[src/rtl/fram_host_defs.vh]
// Constants for the host-side parallel memory controller.
// Assumes a 10 ns system clock; times are in ns, counts derived.
`ifndef FRAM_HOST_DEFS_VH
`define FRAM_HOST_DEFS_VH

// ==========================================================
// Clock and pin timing
`define CLK_PERIOD_NS       10
`define ACCESS_TIME_NS      60
`define PRECHARGE_TIME_NS   50
// Least times round up to whole cycles
`define ACCESS_CYC   ((`ACCESS_TIME_NS + `CLK_PERIOD_NS - 1) / `CLK_PERIOD_NS)
`define PRECHARGE_CYC ((`PRECHARGE_TIME_NS + `CLK_PERIOD_NS - 1) / `CLK_PERIOD_NS)

// ==========================================================
// Geometry
`define ADDR_W        17
`define DATA_W        16
`define SECTOR_MSB    16
`define SECTOR_LSB    14

// ==========================================================
// Protection sequence
`define PSEQ_LEN      4'hA
`define PSEQ_A0       17'h12555
`define PSEQ_A1       17'h1DAAA
`define PSEQ_A2       17'h01333
`define PSEQ_A3       17'h0ECCC
`define PSEQ_A4       17'h000FF
`define PSEQ_A5       17'h1FF00
`define PSEQ_A6       17'h1DAAA
`define PSEQ_A7       17'h0ECCC
`define PSEQ_A8       17'h0FF00
`define PSEQ_A9       17'h00000
// Data selector for sequence writes
`define PDATA_NONE    2'h0
`define PDATA_BYTE    2'h1
`define PDATA_CPL     2'h2

`endif

[src/rtl/fram_host_ctrl.v]
// Host controller driving an asynchronous 128K x 16 nonvolatile SRAM-style memory.
// Assumes dq_in is synchronous to clk; the board resolves dq from dq_out/dq_oe.
//
// What the document specifies
// RL1: Memory is 8x4096 rows of 4 columns.
// RL2: Chip enable fall latches address, starts read.
// RL3: Chip enable held high for precharge time.
// RL4: Byte selects gate which data lanes drive.
// RL5: Outputs float until valid or output enable high.
// RL6: Write enable low at fall means write.
// RL7: Late write enable fall floats device outputs.
// RL8: Upper address latched at chip enable fall.
// RL9: Write ends at first rising enable edge.
// RL10: Write held for access time, data stable.
// RL11: Column change gives page read word quickly.
// RL12: Extra write pulses give page-mode writes.
// RL13: Upper address change reprecharges and reaccesses.
// RL14: Eight 16K-word sectors, unprotected when shipped.
// RL15: Protection bit n covers sector n.
// RL16: Six fixed reads, three writes, one read.
// RL17: First write carries protection byte, low lane.
// RL18: Bit one protects, bit zero allows writes.
// RL19: Second write carries complement or sequence aborts.
// RL20: Out-of-order access restarts, protection unchanged.
// RL21: Sequence reads return normal array data.
// RL22: Finish with write 0FF00h, read 00000h.
// RL23: With chip enable low, access 00000h first.
// RL24: Only selected byte lanes get written.
// RL25: Protected sectors silently drop writes.
// RL26: Sequence advances on completed read/write cycles.
`timescale 1ns/1ps
`include "fram_host_defs.vh"

module fram_host_ctrl #(
  parameter ADDR_W = `ADDR_W,
  parameter DATA_W = `DATA_W
) (
  // Clock and reset
  input  wire              clk,
  input  wire              nrst,
  // User access port
  input  wire              req,
  input  wire              req_write,
  input  wire [ADDR_W-1:0] req_addr,
  input  wire [DATA_W-1:0] req_wdata,
  input  wire              req_high_n,
  input  wire              req_low_n,
  output reg               busy_ff,
  output reg               done_ff,
  output reg  [DATA_W-1:0] rdata_ff,
  // Protection update port
  input  wire              prot_req,
  input  wire [7:0]        prot_byte,
  output reg               prot_done_ff,
  // Memory pins
  output reg  [ADDR_W-1:0] mem_addr_ff,
  output reg               chip_en_n_ff,
  output reg               write_en_n_ff,
  output reg               out_en_n_ff,
  output reg               high_byte_sel_n_ff,
  output reg               low_byte_sel_n_ff,
  output reg  [DATA_W-1:0] dq_out_ff,
  output reg               dq_oe_ff,
  input  wire [DATA_W-1:0] dq_in
);

  // ==========================================================
  // Timing and states
  // Integer forms of the counts, cut to the counter width on purpose
  localparam integer ACC_CYC_I = `ACCESS_CYC;
  localparam integer PRE_CYC_I = `PRECHARGE_CYC;
  localparam [3:0]   ACC_CYC   = ACC_CYC_I[3:0];
  localparam [3:0]   PRE_CYC   = PRE_CYC_I[3:0];

  localparam [1:0] ST_IDLE   = 2'h0;
  localparam [1:0] ST_SETUP  = 2'h1;
  localparam [1:0] ST_ACCESS = 2'h2;
  localparam [1:0] ST_PRECH  = 2'h3;

  reg  [1:0]  state_ff;
  reg  [3:0]  cnt_ff;
  reg         is_write_ff;
  reg         seq_on_ff;
  reg  [3:0]  step_ff;
  reg  [7:0]  pbyte_ff;

  wire [16:0] seq_addr;
  wire        seq_write;
  wire [1:0]  seq_data_sel;

  // ==========================================================
  // Sequence table
  prot_seq_rom u_rom (
    .step         (step_ff),
    .seq_addr     (seq_addr),
    .seq_write    (seq_write),
    .seq_data_sel (seq_data_sel)
  );

  // Protection data rides the low lane only, upper lane zero
  function [DATA_W-1:0] seq_data;
    input [1:0] sel;
    input [7:0] pb;
    begin
      case (sel)
        `PDATA_BYTE: seq_data = {{(DATA_W-8){1'b0}}, pb};  // [RL17] [RL18]
        `PDATA_CPL:  seq_data = {{(DATA_W-8){1'b0}}, ~pb}; // [RL19]
        default:     seq_data = {DATA_W{1'b0}};
      endcase
    end
  endfunction

  // ==========================================================
  // Access engine
  // Every access toggles chip enable, so the sequence never enters
  // with chip enable low and no page or address-change cycles occur.
  // Trade: no page mode, so every word costs a full access and precharge.
  always @(posedge clk) begin
    if (!nrst) begin
      state_ff           <= ST_IDLE;
      cnt_ff             <= 4'h0;
      is_write_ff        <= 1'b0;
      seq_on_ff          <= 1'b0;
      step_ff            <= 4'h0;
      pbyte_ff           <= 8'h00;
      busy_ff            <= 1'b0;
      done_ff            <= 1'b0;
      prot_done_ff       <= 1'b0;
      rdata_ff           <= {DATA_W{1'b0}};
      mem_addr_ff        <= {ADDR_W{1'b0}};
      chip_en_n_ff       <= 1'b1;
      write_en_n_ff      <= 1'b1;
      out_en_n_ff        <= 1'b1;
      high_byte_sel_n_ff <= 1'b1;
      low_byte_sel_n_ff  <= 1'b1;
      dq_out_ff          <= {DATA_W{1'b0}};
      dq_oe_ff           <= 1'b0;
    end else begin
      done_ff      <= 1'b0;
      prot_done_ff <= 1'b0;
      case (state_ff)
        ST_IDLE: begin
          // Requests while busy are not seen; the user holds req to retry
          if (seq_on_ff) begin
            // Sequence steps run back to back, no user access between [RL20] [RL26]
            mem_addr_ff        <= seq_addr;                       // [RL16] [RL22]
            is_write_ff        <= seq_write;
            write_en_n_ff      <= ~seq_write;
            dq_out_ff          <= seq_data(seq_data_sel, pbyte_ff);
            dq_oe_ff           <= seq_write;
            high_byte_sel_n_ff <= 1'b0;
            low_byte_sel_n_ff  <= 1'b0;
            busy_ff            <= 1'b1;
            state_ff           <= ST_SETUP;
          end else if (req) begin
            mem_addr_ff        <= req_addr;
            is_write_ff        <= req_write;
            write_en_n_ff      <= ~req_write;                     // [RL6]
            dq_out_ff          <= req_wdata;
            dq_oe_ff           <= req_write;
            high_byte_sel_n_ff <= req_high_n;                     // [RL4] [RL24]
            low_byte_sel_n_ff  <= req_low_n;
            busy_ff            <= 1'b1;
            state_ff           <= ST_SETUP;
          end else if (prot_req) begin
            // Byte latched now; later moves of prot_byte are ignored
            seq_on_ff <= 1'b1;
            step_ff   <= 4'h0;
            pbyte_ff  <= prot_byte;
            busy_ff   <= 1'b1;
          end
        end
        ST_SETUP: begin
          // Address and write enable settled one cycle before the fall
          chip_en_n_ff <= 1'b0;                                    // [RL2] [RL8]
          // Output enable low only for reads, so a write never meets driven data
          out_en_n_ff  <= is_write_ff;
          cnt_ff       <= ACC_CYC - 4'h1;
          state_ff     <= ST_ACCESS;
        end
        ST_ACCESS: begin
          if (cnt_ff == 4'h0) begin
            // Full access time elapsed; write data stable since setup
            if (!is_write_ff)
              rdata_ff <= dq_in;                                   // [RL21]
            chip_en_n_ff <= 1'b1;                                  // [RL9] [RL10]
            out_en_n_ff  <= 1'b1;
            cnt_ff       <= PRE_CYC - 4'h1;
            state_ff     <= ST_PRECH;
          end else begin
            cnt_ff <= cnt_ff - 4'h1;
          end
        end
        ST_PRECH: begin
          // Chip enable already high, so these edges end nothing
          write_en_n_ff      <= 1'b1;
          dq_oe_ff           <= 1'b0;
          high_byte_sel_n_ff <= 1'b1;
          low_byte_sel_n_ff  <= 1'b1;
          if (cnt_ff == 4'h0) begin                                // [RL3] [RL23]
            state_ff <= ST_IDLE;
            if (seq_on_ff) begin
              if (step_ff == `PSEQ_LEN - 4'h1) begin
                seq_on_ff    <= 1'b0;
                busy_ff      <= 1'b0;
                prot_done_ff <= 1'b1;
              end
              step_ff <= step_ff + 4'h1;
            end else begin
              busy_ff <= 1'b0;
              done_ff <= 1'b1;
            end
          end else begin
            cnt_ff <= cnt_ff - 4'h1;
          end
        end
        default: state_ff <= ST_IDLE;
      endcase
    end
  end

endmodule // fram_host_ctrl

[src/rtl/prot_seq_rom.v]
// Step table of the sector write-protect command sequence.
// Pure lookup; the caller walks the step index.
`timescale 1ns/1ps
`include "fram_host_defs.vh"

module prot_seq_rom (
  // Step select
  input  wire [3:0]  step,
  // Entry
  output reg  [16:0] seq_addr,
  output reg         seq_write,
  output reg  [1:0]  seq_data_sel
);

  always @* begin
    seq_write    = 1'b0;
    seq_data_sel = `PDATA_NONE;
    case (step)
      4'h0: seq_addr = `PSEQ_A0;
      4'h1: seq_addr = `PSEQ_A1;
      4'h2: seq_addr = `PSEQ_A2;
      4'h3: seq_addr = `PSEQ_A3;
      4'h4: seq_addr = `PSEQ_A4;
      4'h5: seq_addr = `PSEQ_A5;
      4'h6: begin
        seq_addr     = `PSEQ_A6;
        seq_write    = 1'b1;
        seq_data_sel = `PDATA_BYTE;
      end
      4'h7: begin
        seq_addr     = `PSEQ_A7;
        seq_write    = 1'b1;
        seq_data_sel = `PDATA_CPL;
      end
      4'h8: begin
        seq_addr  = `PSEQ_A8;
        seq_write = 1'b1;
      end
      default: seq_addr = `PSEQ_A9;
    endcase
  end

endmodule // prot_seq_rom

[config.mk]
export PLATFORM = sky130hd
export DESIGN_NAME = fram_host_ctrl
export DESIGN_NICKNAME = d
export VERILOG_FILES = /design/src/rtl/fram_host_ctrl.v /design/src/rtl/prot_seq_rom.v
export VERILOG_INCLUDE_DIRS = /design/src /design/src/rtl
export SDC_FILE = /design/constraint.sdc
export NUM_CORES = 1
export LEC_CHECK = 0
export BUFFER_PORTS_ARGS = -buffer_cell sky130_fd_sc_hd__buf_2
export CAP_MARGIN = 10
export CELL_PAD_IN_SITES_DETAIL_PLACEMENT = 0
export CELL_PAD_IN_SITES_GLOBAL_PLACEMENT = 2
export CORE_AREA = 2 2 112 114
export DETAILED_ROUTE_END_ITERATION = 8
export DIE_AREA = 0 0 114 116
export PLACE_DENSITY = 0.94
export SLEW_MARGIN = 40
export SYNTH_ARGS = -nofsm -noshare
export SYNTH_HDL_FRONTEND = slang
export SYNTH_SLANG_ARGS = --single-unit
[constraint.sdc]
create_clock -name clk -period 3.41 [get_ports clk]
set_input_delay 0.341 -clock clk [delete_from_list [all_inputs] [get_ports clk]]
set_output_delay 0.341 -clock clk [all_outputs]
set_load 0.01 [all_outputs]
## Word-level counts from Yosys, hierarchy flattened

Cells that the tools add are included.

| word-level totals | value |
|---|---|
| bits in registers | 78 |
| bits in latches | 0 |
| bits in writable memories | 0 |
| bits in read-only memories | 0 |
| bits of input ports | 64 |
| output and inout bits | 58 |
| word-level logic and storage cells | 125 |
| memories kept | 0 |

| cells by class | value |
|---|---|
| add/subtract/negate cells | 2 |
| $mul | 0 |
| divide/modulo/power cells | 0 |
| magnitude comparators | 0 |
| eq/ne operators | 24 |
| shift-type cells | 0 |
| muxes and demuxes | 53 |
| bitwise gates (word level) | 6 |
| reduce and logical (&&, ||, !) cells | 22 |

Operators by type and width:

| kind | count |
|---|---|
| 17-bit one-hot mux with 7 select lines | 1 |
| 17-bit two-way mux | 2 |
| 16-bit two-way mux | 2 |
| 4-bit two-way mux | 7 |
| 1-bit two-way mux | 24 |
| 4-bit by 3-bit equality test with 1-bit output, second input constant | 4 |
| 1-bit one-hot mux with 2 select lines | 8 |
| 8-bit one-hot mux with 2 select lines | 1 |
| 2-bit inequality test, second input constant | 7 |
| 4-bit one-hot mux with 3 select lines | 1 |
| 4-bit AND reduction | 3 |
| 2-bit AND reduction | 5 |
| 3-bit AND reduction | 3 |
| 4-bit by 2-bit equality test with 1-bit output, second input constant | 2 |
| 4-bit equality test, second input constant | 2 |
| 4-bit logical NOT | 2 |
| 2-bit two-way mux | 4 |
| 8-bit inverter | 1 |
| 2-bit one-hot mux with 4 select lines | 1 |
| 4-bit one-hot mux with 2 select lines | 1 |
| 2-bit equality test, second input constant | 3 |
| 3-bit inequality test, second input constant | 2 |
| 6-bit AND reduction | 1 |
| 2-bit nonzero test | 3 |
| other kinds (11) | 17 |

## Logic depth before layout (Yosys ltp)

Gate-level depths: netlist of the first run.

| depth | value |
|---|---|
| depth in word-level cells | 6 |
| depth in mapped cells | 8 |
| depth with buffers taken out | 6 |

## Hierarchy

Synthesis of the first run repeated with hierarchy kept, for this count alone.

| unflattened totals | value |
|---|---|
| cell total of the unflattened synthesis | 435 |
| area, all modules | 3833.7 um^2 |

Modules (own cells, without submodules):

| module | times used | cells each | area each (um^2) | sequential area each (um^2) |
|---|---|---|---|---|
| fram_host_ctrl | 1 | 396 | 3567.2 | 1561.5 |
| prot_seq_rom | 1 | 39 | 266.5 | 0.0 |

## Least setup slack after synthesis of the first run

No wires, ideal clock.

| path | value |
|---|---|
| path kind | reg2reg |
| start | reg state_ff[0] |
| end | reg busy_ff |
| setup time | 133 ps |
| arrival time | 1572 ps |
| data required time | 3277 ps |
| setup slack | 1705 ps |
| stages on the path, launching flop included | 9 |
| buffers on the path | 2 |
| clock period less this slack | 1705 ps |
| cells stage by stage | dfxtp_1 > inv_1 > ha_1 > buf_2 > or3b_1 > buf_2 > nand2b_1 > a21oi_1 > a311oi_2 |

| on the way | value |
|---|---|
| longest elaborated chain between the ends | 3 |

RTL lines:

| what | line | source |
|---|---|---|
| from (decl) | fram_host_ctrl.v:80 | `reg [1:0] state_ff;` |
| from (signal assigned) | fram_host_ctrl.v:120 | `state_ff <= ST_IDLE;` |
| from (signal assigned) | fram_host_ctrl.v:154 | `state_ff <= ST_SETUP;` |
| from (signal assigned) | fram_host_ctrl.v:164 | `state_ff <= ST_SETUP;` |
| 2-bit equality test or 2-bit logical NOT (tied branches) | fram_host_ctrl.v:141 | `case (state_ff)` |
| 3-bit inequality test (no line), or another cell as far along | -- |  |
| 4-bit AND reduction (no line) | -- |  |
| to (signal assigned) | fram_host_ctrl.v:153 | `busy_ff <= 1'b1;` |
| to (signal assigned) | fram_host_ctrl.v:163 | `busy_ff <= 1'b1;` |
| to (signal assigned) | fram_host_ctrl.v:170 | `busy_ff <= 1'b1;` |
| to (decl) | fram_host_ctrl.v:48 | `output reg busy_ff,` |

Parallel ways exist; a longest one is shown, timed or not.
A chain may end at the register's enable or synchronous reset.

## Worst setup path in the final report of the first run

| path | value |
|---|---|
| start | reg state_ff[0] |
| end | reg pbyte_ff[6] |

| on the way | value |
|---|---|
| longest elaborated chain between the ends | 2 |

RTL lines:

| what | line | source |
|---|---|---|
| 2-bit logical NOT | fram_host_ctrl.v:141 |  |
| 4-bit AND reduction (no line) | -- |  |
| to (signal assigned) | fram_host_ctrl.v:169 | `pbyte_ff <= prot_byte;` |
| to (decl) | fram_host_ctrl.v:85 | `reg [7:0] pbyte_ff;` |

No other way between the ends.

==> qor.yml, run 1 <==
outcome: "finished, final reports clean"
setup_tns_ps: 0
reg2reg_from: "state_ff[0]"
place_hpwl_mm: 6.93
vias: 3380
hold_viol: 0
ys_types: 50
detail-route-antenna-nets: 0
first_iter_violations: 217
min_period_ps: 2180
slew_headroom_pct: 51.7
critPathBufInv: 1
synth_cells: 430
crit_path_max_fanout: 19
reg2reg_to: "pbyte_ff[6]"
drc_errors: 0
finalSetupViolCount: 0
grt_pass1_vias: 3071
clock_latency_ps: 330
final_common_cell: "buf_2"
ys.flop_type: "dfxtp_1"
yosys_warnings: 0
critPathLaunch: "state_ff[0]"
synth_nets: 503
grtUsageTotal_pct: 14.3
clock-sinks: 78
clockBufferDepth: 2
synth-seq-cells: 78
fp.dieH_um: 116
use_met1_pct: 19.1
routed_wl_mm: 9.58
initial_utilization_pct: 29.7
cp_slowest_cell: "or3b_1"
wire_per_inst_um: 14.0
syn_area_per_cell_um2: 8.23
placementRows: 40
power.density_nw_per_um2: 750
layout.cells.most_common_list: "buf_2, a21oi_1, dfxtp_1, nand2_1"
crit_family: "simple AND/OR/NAND/NOR gates"
start_kind: "flip-flop"
r2r_slack_ps: 1230
clkSlewWorstSetupHoldPaths_ps: 60
arrival_ps: 2380
grt_pass1_wl_mm: 15.1
insertedDiodeCount: 0
nFillCells: 1241
nets: 607
portBuffers: 121
seq_area_frac_synth_pct: 44.1
syn_area_um2: 3540
core-area_um2: 11900
dp.cells: 670
grt_max_degree: 46
hold_class: "in2reg"
place_congestion: 0.731
die_area_um2: 13200
crit_cells: 6
grt_setup_unrepaired: "false"
worstSetupPathType: "reg2reg"
postCtsSetupRepairBufs: 0
postCtsHoldBufs: 0
max-vdd-ir-drop_mv: 0.220
grtUsageMet2_pct: 23.1
worst_pin_slew_ps: 724
fmax_ghz: 0.458
die_width_um: 114
grt_overflow: 0
cap_violations: 0
placed_area_um2: 4230
required_ps: 3600
worst_slack_ps: 1230
endpoint: "pbyte_ff[6]"
via_per_inst: 4.93
cts-resized-gates: 0
finalInstanceArea_um2: 4530
timing.hold.ws_ps: 245
slew_viol_final: 0
finClkSkew_ps: 5.61
syn2layout_area_growth_pct: 27.9
pre_cts_slack_ps: 1230
dr.pass1.iters: 4
synth_edf_count: 0
cts_tree: "built"
max_stage_delay_ps: 570
rr_worst_depth: 6
cts_buffers: 9
period_share_pct: 64.0
io_pins: 122
cts_root_buffer: "clkbuf_16"
top_usage_layer: "met2"
p_leak_uw: 0.00192
async_flop_share_pct: 0
cts_max_level: 3
instances_no_fill: 686
drive_above_1_share_pct: 27.1
use_met3_pct: 3.92
cp-end-kind: "flip-flop"
antenna_found_initial: 0
crit_chain: "inv_1 -> ha_1 -> or3b_1 -> nor2_8 -> mux2i_1 -> nor2_1"
where the power goes:
group          internal (uW)  switching [uW]  leakage [uW]
logic                    457             693       0.00113
clock network            606             359      0.000146
registers               1140             142      0.000639
through the flow:
stage / total power, uW / util [%]
2_1_floorplan: 2070 / -
3_3_place_gp: 2430 / 35.5
3_5_place_dp: 2460 / 35.5
4_1_cts: 3440 / 38.0
5_1_grt: 3640 / 38.0
6_report: 3400 / 38.0
worst min-delay path, delay by kind of cell:
family	cells	cell delay (ps)
buffers and inverters	1	90
AOI/OAI and AO/OA	1	50
and+or+nand+nor	1	40
cell usage after synthesis, types with 2 or more instances:
cell,instances,share of area (%)
nand2_1,44,4.7
o21ai_1,3,0.42
or3b_1,9,2.2
o21a_1,3,0.64
a221oi_1,2,0.49
buf_2,8,1.1
clkbuf_1,22,2.3
nand3b_1,13,2.8
ha_1,9,3.2
and3_1,8,1.4
dfxtp_1,78,44
o21bai_1,2,0.42
a21oi_1,84,12
inv_1,11,1.2
nand3_1,5,0.71
nor3_1,5,0.71
nor2_1,34,3.6
o21ai_0,35,4.9
a32o_1,3,0.85
a31oi_1,2,0.35
nor2b_1,6,1.1
o31ai_1,4,0.85
nand2b_1,5,0.88
mux2i_1,9,2.5
cell families after synthesis:
family	count (synthesis)	share of synthesized area, %
buf+inv	44	5.05
simple gates	141	21.3
flops	78	44.1
mux	9	2.54
compound gates	147	23.4
xor+xnor	2	0.495
fa+ha+maj	9	3.18
worst min path at each step:
stage / start / end / slack [ps] / cells past startpoint
CTS: dq_in[3] / rdata_ff[3] / 230 / 3
global placement: rdata_ff[7] / rdata_ff[7] / 440 / 2
global route: dq_in[13] / rdata_ff[13] / 240 / 3
finish: dq_in[3] / rdata_ff[3] / 250 / 3
floorplan: state_ff[1] / state_ff[1] / 470 / 2
detailed placement: rdata_ff[4] / rdata_ff[4] / 450 / 2
cell type report:
type,count,area (um^2),area share (%)
Clock buffer,13,260,5.75
Clock inverter,3,42.5,0.939
Inverter,12,45.0,0.994
Multi-Input combinational cell,308,1800,39.8
Sequential cell,78,1560,34.5
Tap cell,147,184,4.06
Timing Repair Buffer,125,636,14.0
sequential cells by signal, indices dropped and copies added, names as in the netlist, 2 cells and up:
name,cells
state_ff,2
step_ff,4
mem_addr_ff,17
cnt_ff,4
dq_out_ff,16
rdata_ff,16
pbyte_ff,8
metal layers:
metal,vias to the layer above,wire length (um),part of all wire (%)
li1,1719,-,-
met1,1551,4600,48
met2,105,4340,45
met3,5,586,6.1
met4,0,57,0.59
met5,-,0,0
(Power assumes the default switching activity.)
==> run 2, diff against run 1 <==
--- a/config.mk
+++ b/config.mk
@@ -10,10 +10,10 @@
 export CAP_MARGIN = 10
 export CELL_PAD_IN_SITES_DETAIL_PLACEMENT = 0
 export CELL_PAD_IN_SITES_GLOBAL_PLACEMENT = 2
-export CORE_AREA = 2 2 112 114
+export CORE_AREA = 2 2 116 118
 export DETAILED_ROUTE_END_ITERATION = 8
-export DIE_AREA = 0 0 114 116
-export PLACE_DENSITY = 0.94
+export DIE_AREA = 0 0 118 120
+export PLACE_DENSITY = 0.89
 export SLEW_MARGIN = 40
 export SYNTH_ARGS = -nofsm -noshare
 export SYNTH_HDL_FRONTEND = slang
==> constraint.sdc (replaced) <==
create_clock -name clk -period 2.29 [get_ports clk]
set_input_delay 0.229 -clock clk [delete_from_list [all_inputs] [get_ports clk]]
set_output_delay 0.229 -clock clk [all_outputs]
set_load 0.01 [all_outputs]
==> run 2 against run 1 <==
Compared with the run above: combinational power is 55% higher; hold slack worse by 120 ps; register-to-register slack worse by 870 ps; clock power is 71% higher; global-route usage is 0.12 points lower; critical path type unchanged; largest cell class unchanged; cell area is 3.0% higher.
==> qor.yml, run 2 (synthesis gave the netlist of run 1 again) <==
grt_max_degree: 46  # unchanged
cap_violations: 0  # unchanged
hold_depth: 3  # unchanged
grt_pass1_wl_mm: 16.0  # +6.3%
use_met3_pct: 5.56  # +1.6 points
top_register: "mem_addr_ff"
final_common_cell: "buf_2"
fp.dieH_um: 120  # +3.4%
wire_per_inst_um: 13.9  # -0.25%
nFillCells: 1353  # +9.0%
power_uw: 5340  # +57%
die_area_um2: 14200  # +7.1%
grt_pass1_vias: 3269  # +6.4%
arrival_ps: 2150  # -230 ps
setup_tns_ps: 0  # unchanged
place_hpwl_mm: 7.28  # +5.1%
initial_utilization_pct: 27.3  # -2.4 points
rr_worst_depth: 6  # unchanged
cts-resized-gates: 0  # unchanged
core-area_um2: 13000  # +9.0%
worst_pin_slew_ps: 541  # -182 ps
drc_errors: 0  # unchanged
outcome: "finished, final reports clean"
postCtsHoldBufs: 0  # unchanged
clkSlewWorstSetupHoldPaths_ps: 60  # about the same
period_share_pct: 84.5  # +20 points
portBuffers: 121  # unchanged
placementRows: 42  # +5.0%
finalInstanceArea_um2: 4660  # +3.0%
clock-sinks: 78  # unchanged
first_iter_violations: 179  # -18%
top_usage_layer: "met2"
clockBufferDepth: 2  # unchanged
grt_overflow: 0  # unchanged
cp-end-kind: "flip-flop"
antenna_found_initial: 0  # unchanged
layout.cells.most_common_list: "buf_2, a21oi_1, dfxtp_1, nand2_1"
insertedDiodeCount: 0  # unchanged
largestRegisters: "mem_addr_ff (17), dq_out_ff (16), rdata_ff (16)"
finish.utilization_pct: 35.9  # -2.1 points
worstSetupPathType: "reg2reg"
max-vdd-ir-drop_mv: 0.617  # +180%
dp.cells: 706  # +5.4%
clock_latency_ps: 330  # about the same
cts_max_level: 3  # unchanged
crit_family: "simple AND/OR/NAND/NOR gates"
syn2layout_area_growth_pct: 31.7
io_pins: 122  # unchanged
hold_class: "in2reg"
placed_area_um2: 4320  # +2.1%
crit_path_max_fanout: 8  # -11
drive_above_1_share_pct: 28.2  # +1.1 points
use_met1_pct: 17.4  # -1.7 points
start_kind: "flip-flop"
crit_cells: 6  # unchanged
cts_root_buffer: "clkbuf_16"
max_stage_delay_ps: 550  # -20 ps
largest_register_ffs: 17  # unchanged
fmax_ghz: 0.517  # +13%
grtUsageMet2_pct: 22.9  # -0.20 points
detail-route-antenna-nets: 0  # unchanged
dr.pass1.iters: 4  # unchanged
grt_setup_unrepaired: "false"
p_leak_uw: 0.00197  # +2.9%
vias: 3395  # +0.44%
cts_buffers: 9  # unchanged
place_congestion: 0.782  # +7.0%
crit_chain: "inv_1 -> ha_1 -> or3b_1 -> nor2_8 -> mux2i_1 -> nor2_1"
via_per_inst: 4.70  # -4.6%
slew_viol_final: 0  # unchanged
hold_viol: 0  # unchanged
postCtsSetupRepairBufs: 0  # unchanged
finClkSkew_ps: 5.62  # +0.0117 ps
routed_wl_mm: 10.1  # +5.0%
finalSetupViolCount: 0  # unchanged
grtUsageTotal_pct: 14.2  # -0.12 points
cp_slowest_cell: "or3b_1"
cts_tree: "built"
instances_no_fill: 722  # +5.2%
power.density_nw_per_um2: 1150  # +53%
die_width_um: 118  # +3.5%
min_period_ps: 1940  # -248 ps
critPathBufInv: 1  # unchanged
slew_headroom_pct: 63.9  # +12 points
required_ps: 2500  # -1100 ps
nets: 614  # +1.2%
-- run 2: changes by cell type in the layout (fill, tap and decap cells not counted) --
| cell | previous run | this run |
|---|---|---|
| clkinv_2 | 1 | 0 |
| clkbuf_8 | 2 | 1 |
| clkinv_4 | 0 | 1 |
| bufinv_16 | 1 | 3 |
| clkbuf_1 | 2 | 1 |
| buf_4 | 4 | 11 |
-- run 2: power by group --
part	leakage, uW	internal [uW]	switching (uW)
Sequential	0.000639	1700	209
Combinational	0.00117	716	1060
Clock	0.000166	1100	557
Total	0.00197	3510	1830
-- run 2: worst reg2reg max path: cells and delay by family (launching register included) --
family,cells,cell delay (ps)
fa+ha+maj,1,300
mux,1,230
flops,1,330
simple gates,3,850
buf+inv,1,100
-- run 2: layout make-up --
cell class | count | area, um^2 | share of cell area (%)
multi-input combinational | 308 | 1800 | 38.6
sequential | 78 | 1560 | 33.5
clock inverter | 5 | 106 | 2.28
clock buffer | 11 | 243 | 5.20
inverter | 12 | 45.0 | 0.966
tap | 176 | 220 | 4.72
timing repair buffer | 132 | 688 | 14.8
-- run 2: metal layers --
| layer | vias up | share of wire (%) |
|---|---|---|
| met5 | - | 0 |
| met2 | 103 | 46 |
| met1 | 1547 | 46 |
| met4 | 0 | 2.0 |
| met3 | 15 | 6.3 |
| li1 | 1730 | - |
-- run 2: path summary, 6_finish.rpt --
kind | start | to | slack [ps]
hold reg to reg | rdata_ff[10] | rdata_ff[10] | 450
setup reg to reg | state_ff[0] | pbyte_ff[1] | 350
hold / removal | dq_in[10] | rdata_ff[10] | 130
setup / recovery | state_ff[0] | pbyte_ff[1] | 350
-- run 2: metrics by stage --
step	setup WS, ps	hold WS, ps
finish	355	127
global route	204	117
CTS	361	115
detailed placement	374	446
global placement	437	439
floorplan	585	365
==> run 3, diff against run 2 <==
==> constraint.sdc (replaced) <==
create_clock -name clk -period 1.9 [get_ports clk]
set_input_delay 0.19 -clock clk [delete_from_list [all_inputs] [get_ports clk]]
set_output_delay 0.19 -clock clk [all_outputs]
set_load 0.01 [all_outputs]
==> run 3 against run 2 <==
Compared with the run above: via count increased by 1.0%; cell count increased by 1.2%; utilization increased by 0.26 points; hold slack got worse by 43 ps; die area unchanged; register-to-register slack got worse by 250 ps; largest cell class unchanged; non-clock buffer count increased by 9; clock-buffer cell count decreased by 1; clock power decreased by 4%.
==> qor.yml, run 3 (synthesis gave the netlist of run 1 again) <==
outcome: "finished, final reports clean"
antenna_found_initial: 0  # unchanged
drive_above_1_share_pct: 30.3  # +2.1 points
wire_per_inst_um: 13.6  # -2.7%
portBuffers: 121  # unchanged
grtUsageMet2_pct: 22.9  # +0.073 points
fmax_ghz: 0.557  # +7.9%
top_usage_layer: "met2"
max-vdd-ir-drop_mv: 0.400  # -35%
worst_pin_slew_ps: 422  # -119 ps
clock-sinks: 78  # unchanged
largest_register_ffs: 17  # unchanged
place_hpwl_mm: 7.30  # +0.25%
setup_tns_ps: 0  # unchanged
routed_wl_mm: 9.91  # -1.5%
cts_root_buffer: "clkbuf_16"
power.density_nw_per_um2: 1300  # +14%
die_area_um2: 14200  # unchanged
grt_setup_unrepaired: "false"
instances_no_fill: 731  # +1.2%
io_pins: 122  # unchanged
worstSetupPathType: "reg2reg"
place_congestion: 0.799  # +2.3%
layout.cells.most_common_list: "buf_2, a21oi_1, dfxtp_1, nand2_1"
min_period_ps: 1790  # -141 ps
hold_class: "in2reg"
arrival_ps: 2070  # -80 ps
fp.dieH_um: 120  # unchanged
syn2layout_area_growth_pct: 32.7
grt_pass1_vias: 3376  # +3.3%
nFillCells: 1406  # +3.9%
drc_errors: 0  # unchanged
placementRows: 42  # unchanged
finalSetupViolCount: 0  # unchanged
first_iter_violations: 158  # -12%
die_width_um: 118  # unchanged
postCtsSetupRepairBufs: 0  # unchanged
clockBufferDepth: 2  # unchanged
vias: 3429  # +1.0%
crit_path_max_fanout: 5  # -3
slew_headroom_pct: 71.1  # +7.2 points
required_ps: 2170  # -330 ps
grt_pass1_wl_mm: 16.2  # +1.1%
max_stage_delay_ps: 480  # -70 ps
dr.pass1.iters: 4  # unchanged
finish.utilization_pct: 36.2  # +0.26 points
worst_slack_ps: 106  # -249 ps
period_share_pct: 94.4  # +9.9 points
final_common_cell: "buf_2"
insertedDiodeCount: 0  # unchanged
cp-end-kind: "flip-flop"
crit_chain: "inv_1 -> ha_1 -> nor3b_2 -> or2_1 -> or4b_1 -> a21oi_1"
p_leak_uw: 0.00199  # +0.88%
nets: 623  # +1.5%
clock_latency_ps: 340  # about the same
cts_buffers: 9  # unchanged
dp.cells: 715  # +1.3%
pre_cts_slack_ps: 24.6  # -350 ps
via_per_inst: 4.69  # -0.24%
initial_utilization_pct: 27.3  # unchanged
start_kind: "flip-flop"
detail-route-antenna-nets: 0  # unchanged
slew_viol_final: 0  # unchanged
grtUsageTotal_pct: 14.2  # +0.083 points
cts_max_level: 3  # unchanged
cp_slowest_cell: "or4b_1"
grt_overflow: 0  # unchanged
power_uw: 6110  # +14%
finClkSkew_ps: 5.28  # -0.336 ps
use_met1_pct: 17.3  # -0.054 points
use_met3_pct: 4.52  # -1.0 points
cap_violations: 0  # unchanged
clkSlewWorstSetupHoldPaths_ps: 60  # about the same
cts_tree: "built"
hold_viol: 0  # unchanged
largestRegisters: "mem_addr_ff (17), dq_out_ff (16), rdata_ff (16)"
grt_max_degree: 46  # unchanged
core-area_um2: 13000  # unchanged
top_register: "mem_addr_ff"
[run 3: per-stage QoR]
step	instance area, um^2	hold WS (ps)
2_1_floorplan	3540	326
3_3_place_gp	4410	429
3_5_place_dp	4410	438
4_1_cts	4680	71.1
5_1_grt	4700	75.6
6_report	4700	84.0
[run 3: per-layer routing]
layer | vias up | routed length (um)
met2 | 104 | 4550
met1 | 1553 | 4520
met4 | 0 | 255
met3 | 24 | 585
met5 | - | 0
li1 | 1748 | -
[run 3: path summary, 6_finish.rpt]
| kind | startpoint | end | slack (ps) | cells after the start |
|---|---|---|---|---|
| min | dq_in[7] | rdata_ff[7] | 80 | 3 |
| min reg2reg | rdata_ff[2] | rdata_ff[2] | 450 | 2 |
| max reg2reg | cnt_ff[0] | cnt_ff[3] | 110 | 6 |
| max | cnt_ff[0] | cnt_ff[3] | 110 | 6 |
[run 3: area by class of cell]
cell class	instances	area [um^2]	area share, %
multi-input cells	308	1810	38.6
inverters	12	45.0	0.959
clock inverters	6	37.5	0.799
well taps	176	220	4.69
repair buffers	141	781	16.6
flip-flops and latches	78	1560	33.3
clock buffers	10	239	5.09
[run 3: timing repair]
action	CTS	global route
hold buffers	0	0
endpoints found under the setup margin	0	7
gates resized for setup	0	4
[run 3: worst max-delay path, delay by kind of cell, from the launching register on]
family	cells	cell delay, ps
AOI/OAI and AO/OA	1	150
adders and majority gates	1	240
buffers and inverters	1	50
DFF	1	360
and+or+nand+nor	3	930
[run 3: report_power, final]
part           internal [uW]  leakage, uW  switching (uW)
Sequential              2050     0.000640             239
Clock                    911     0.000130             679
Combinational            940      0.00122            1290
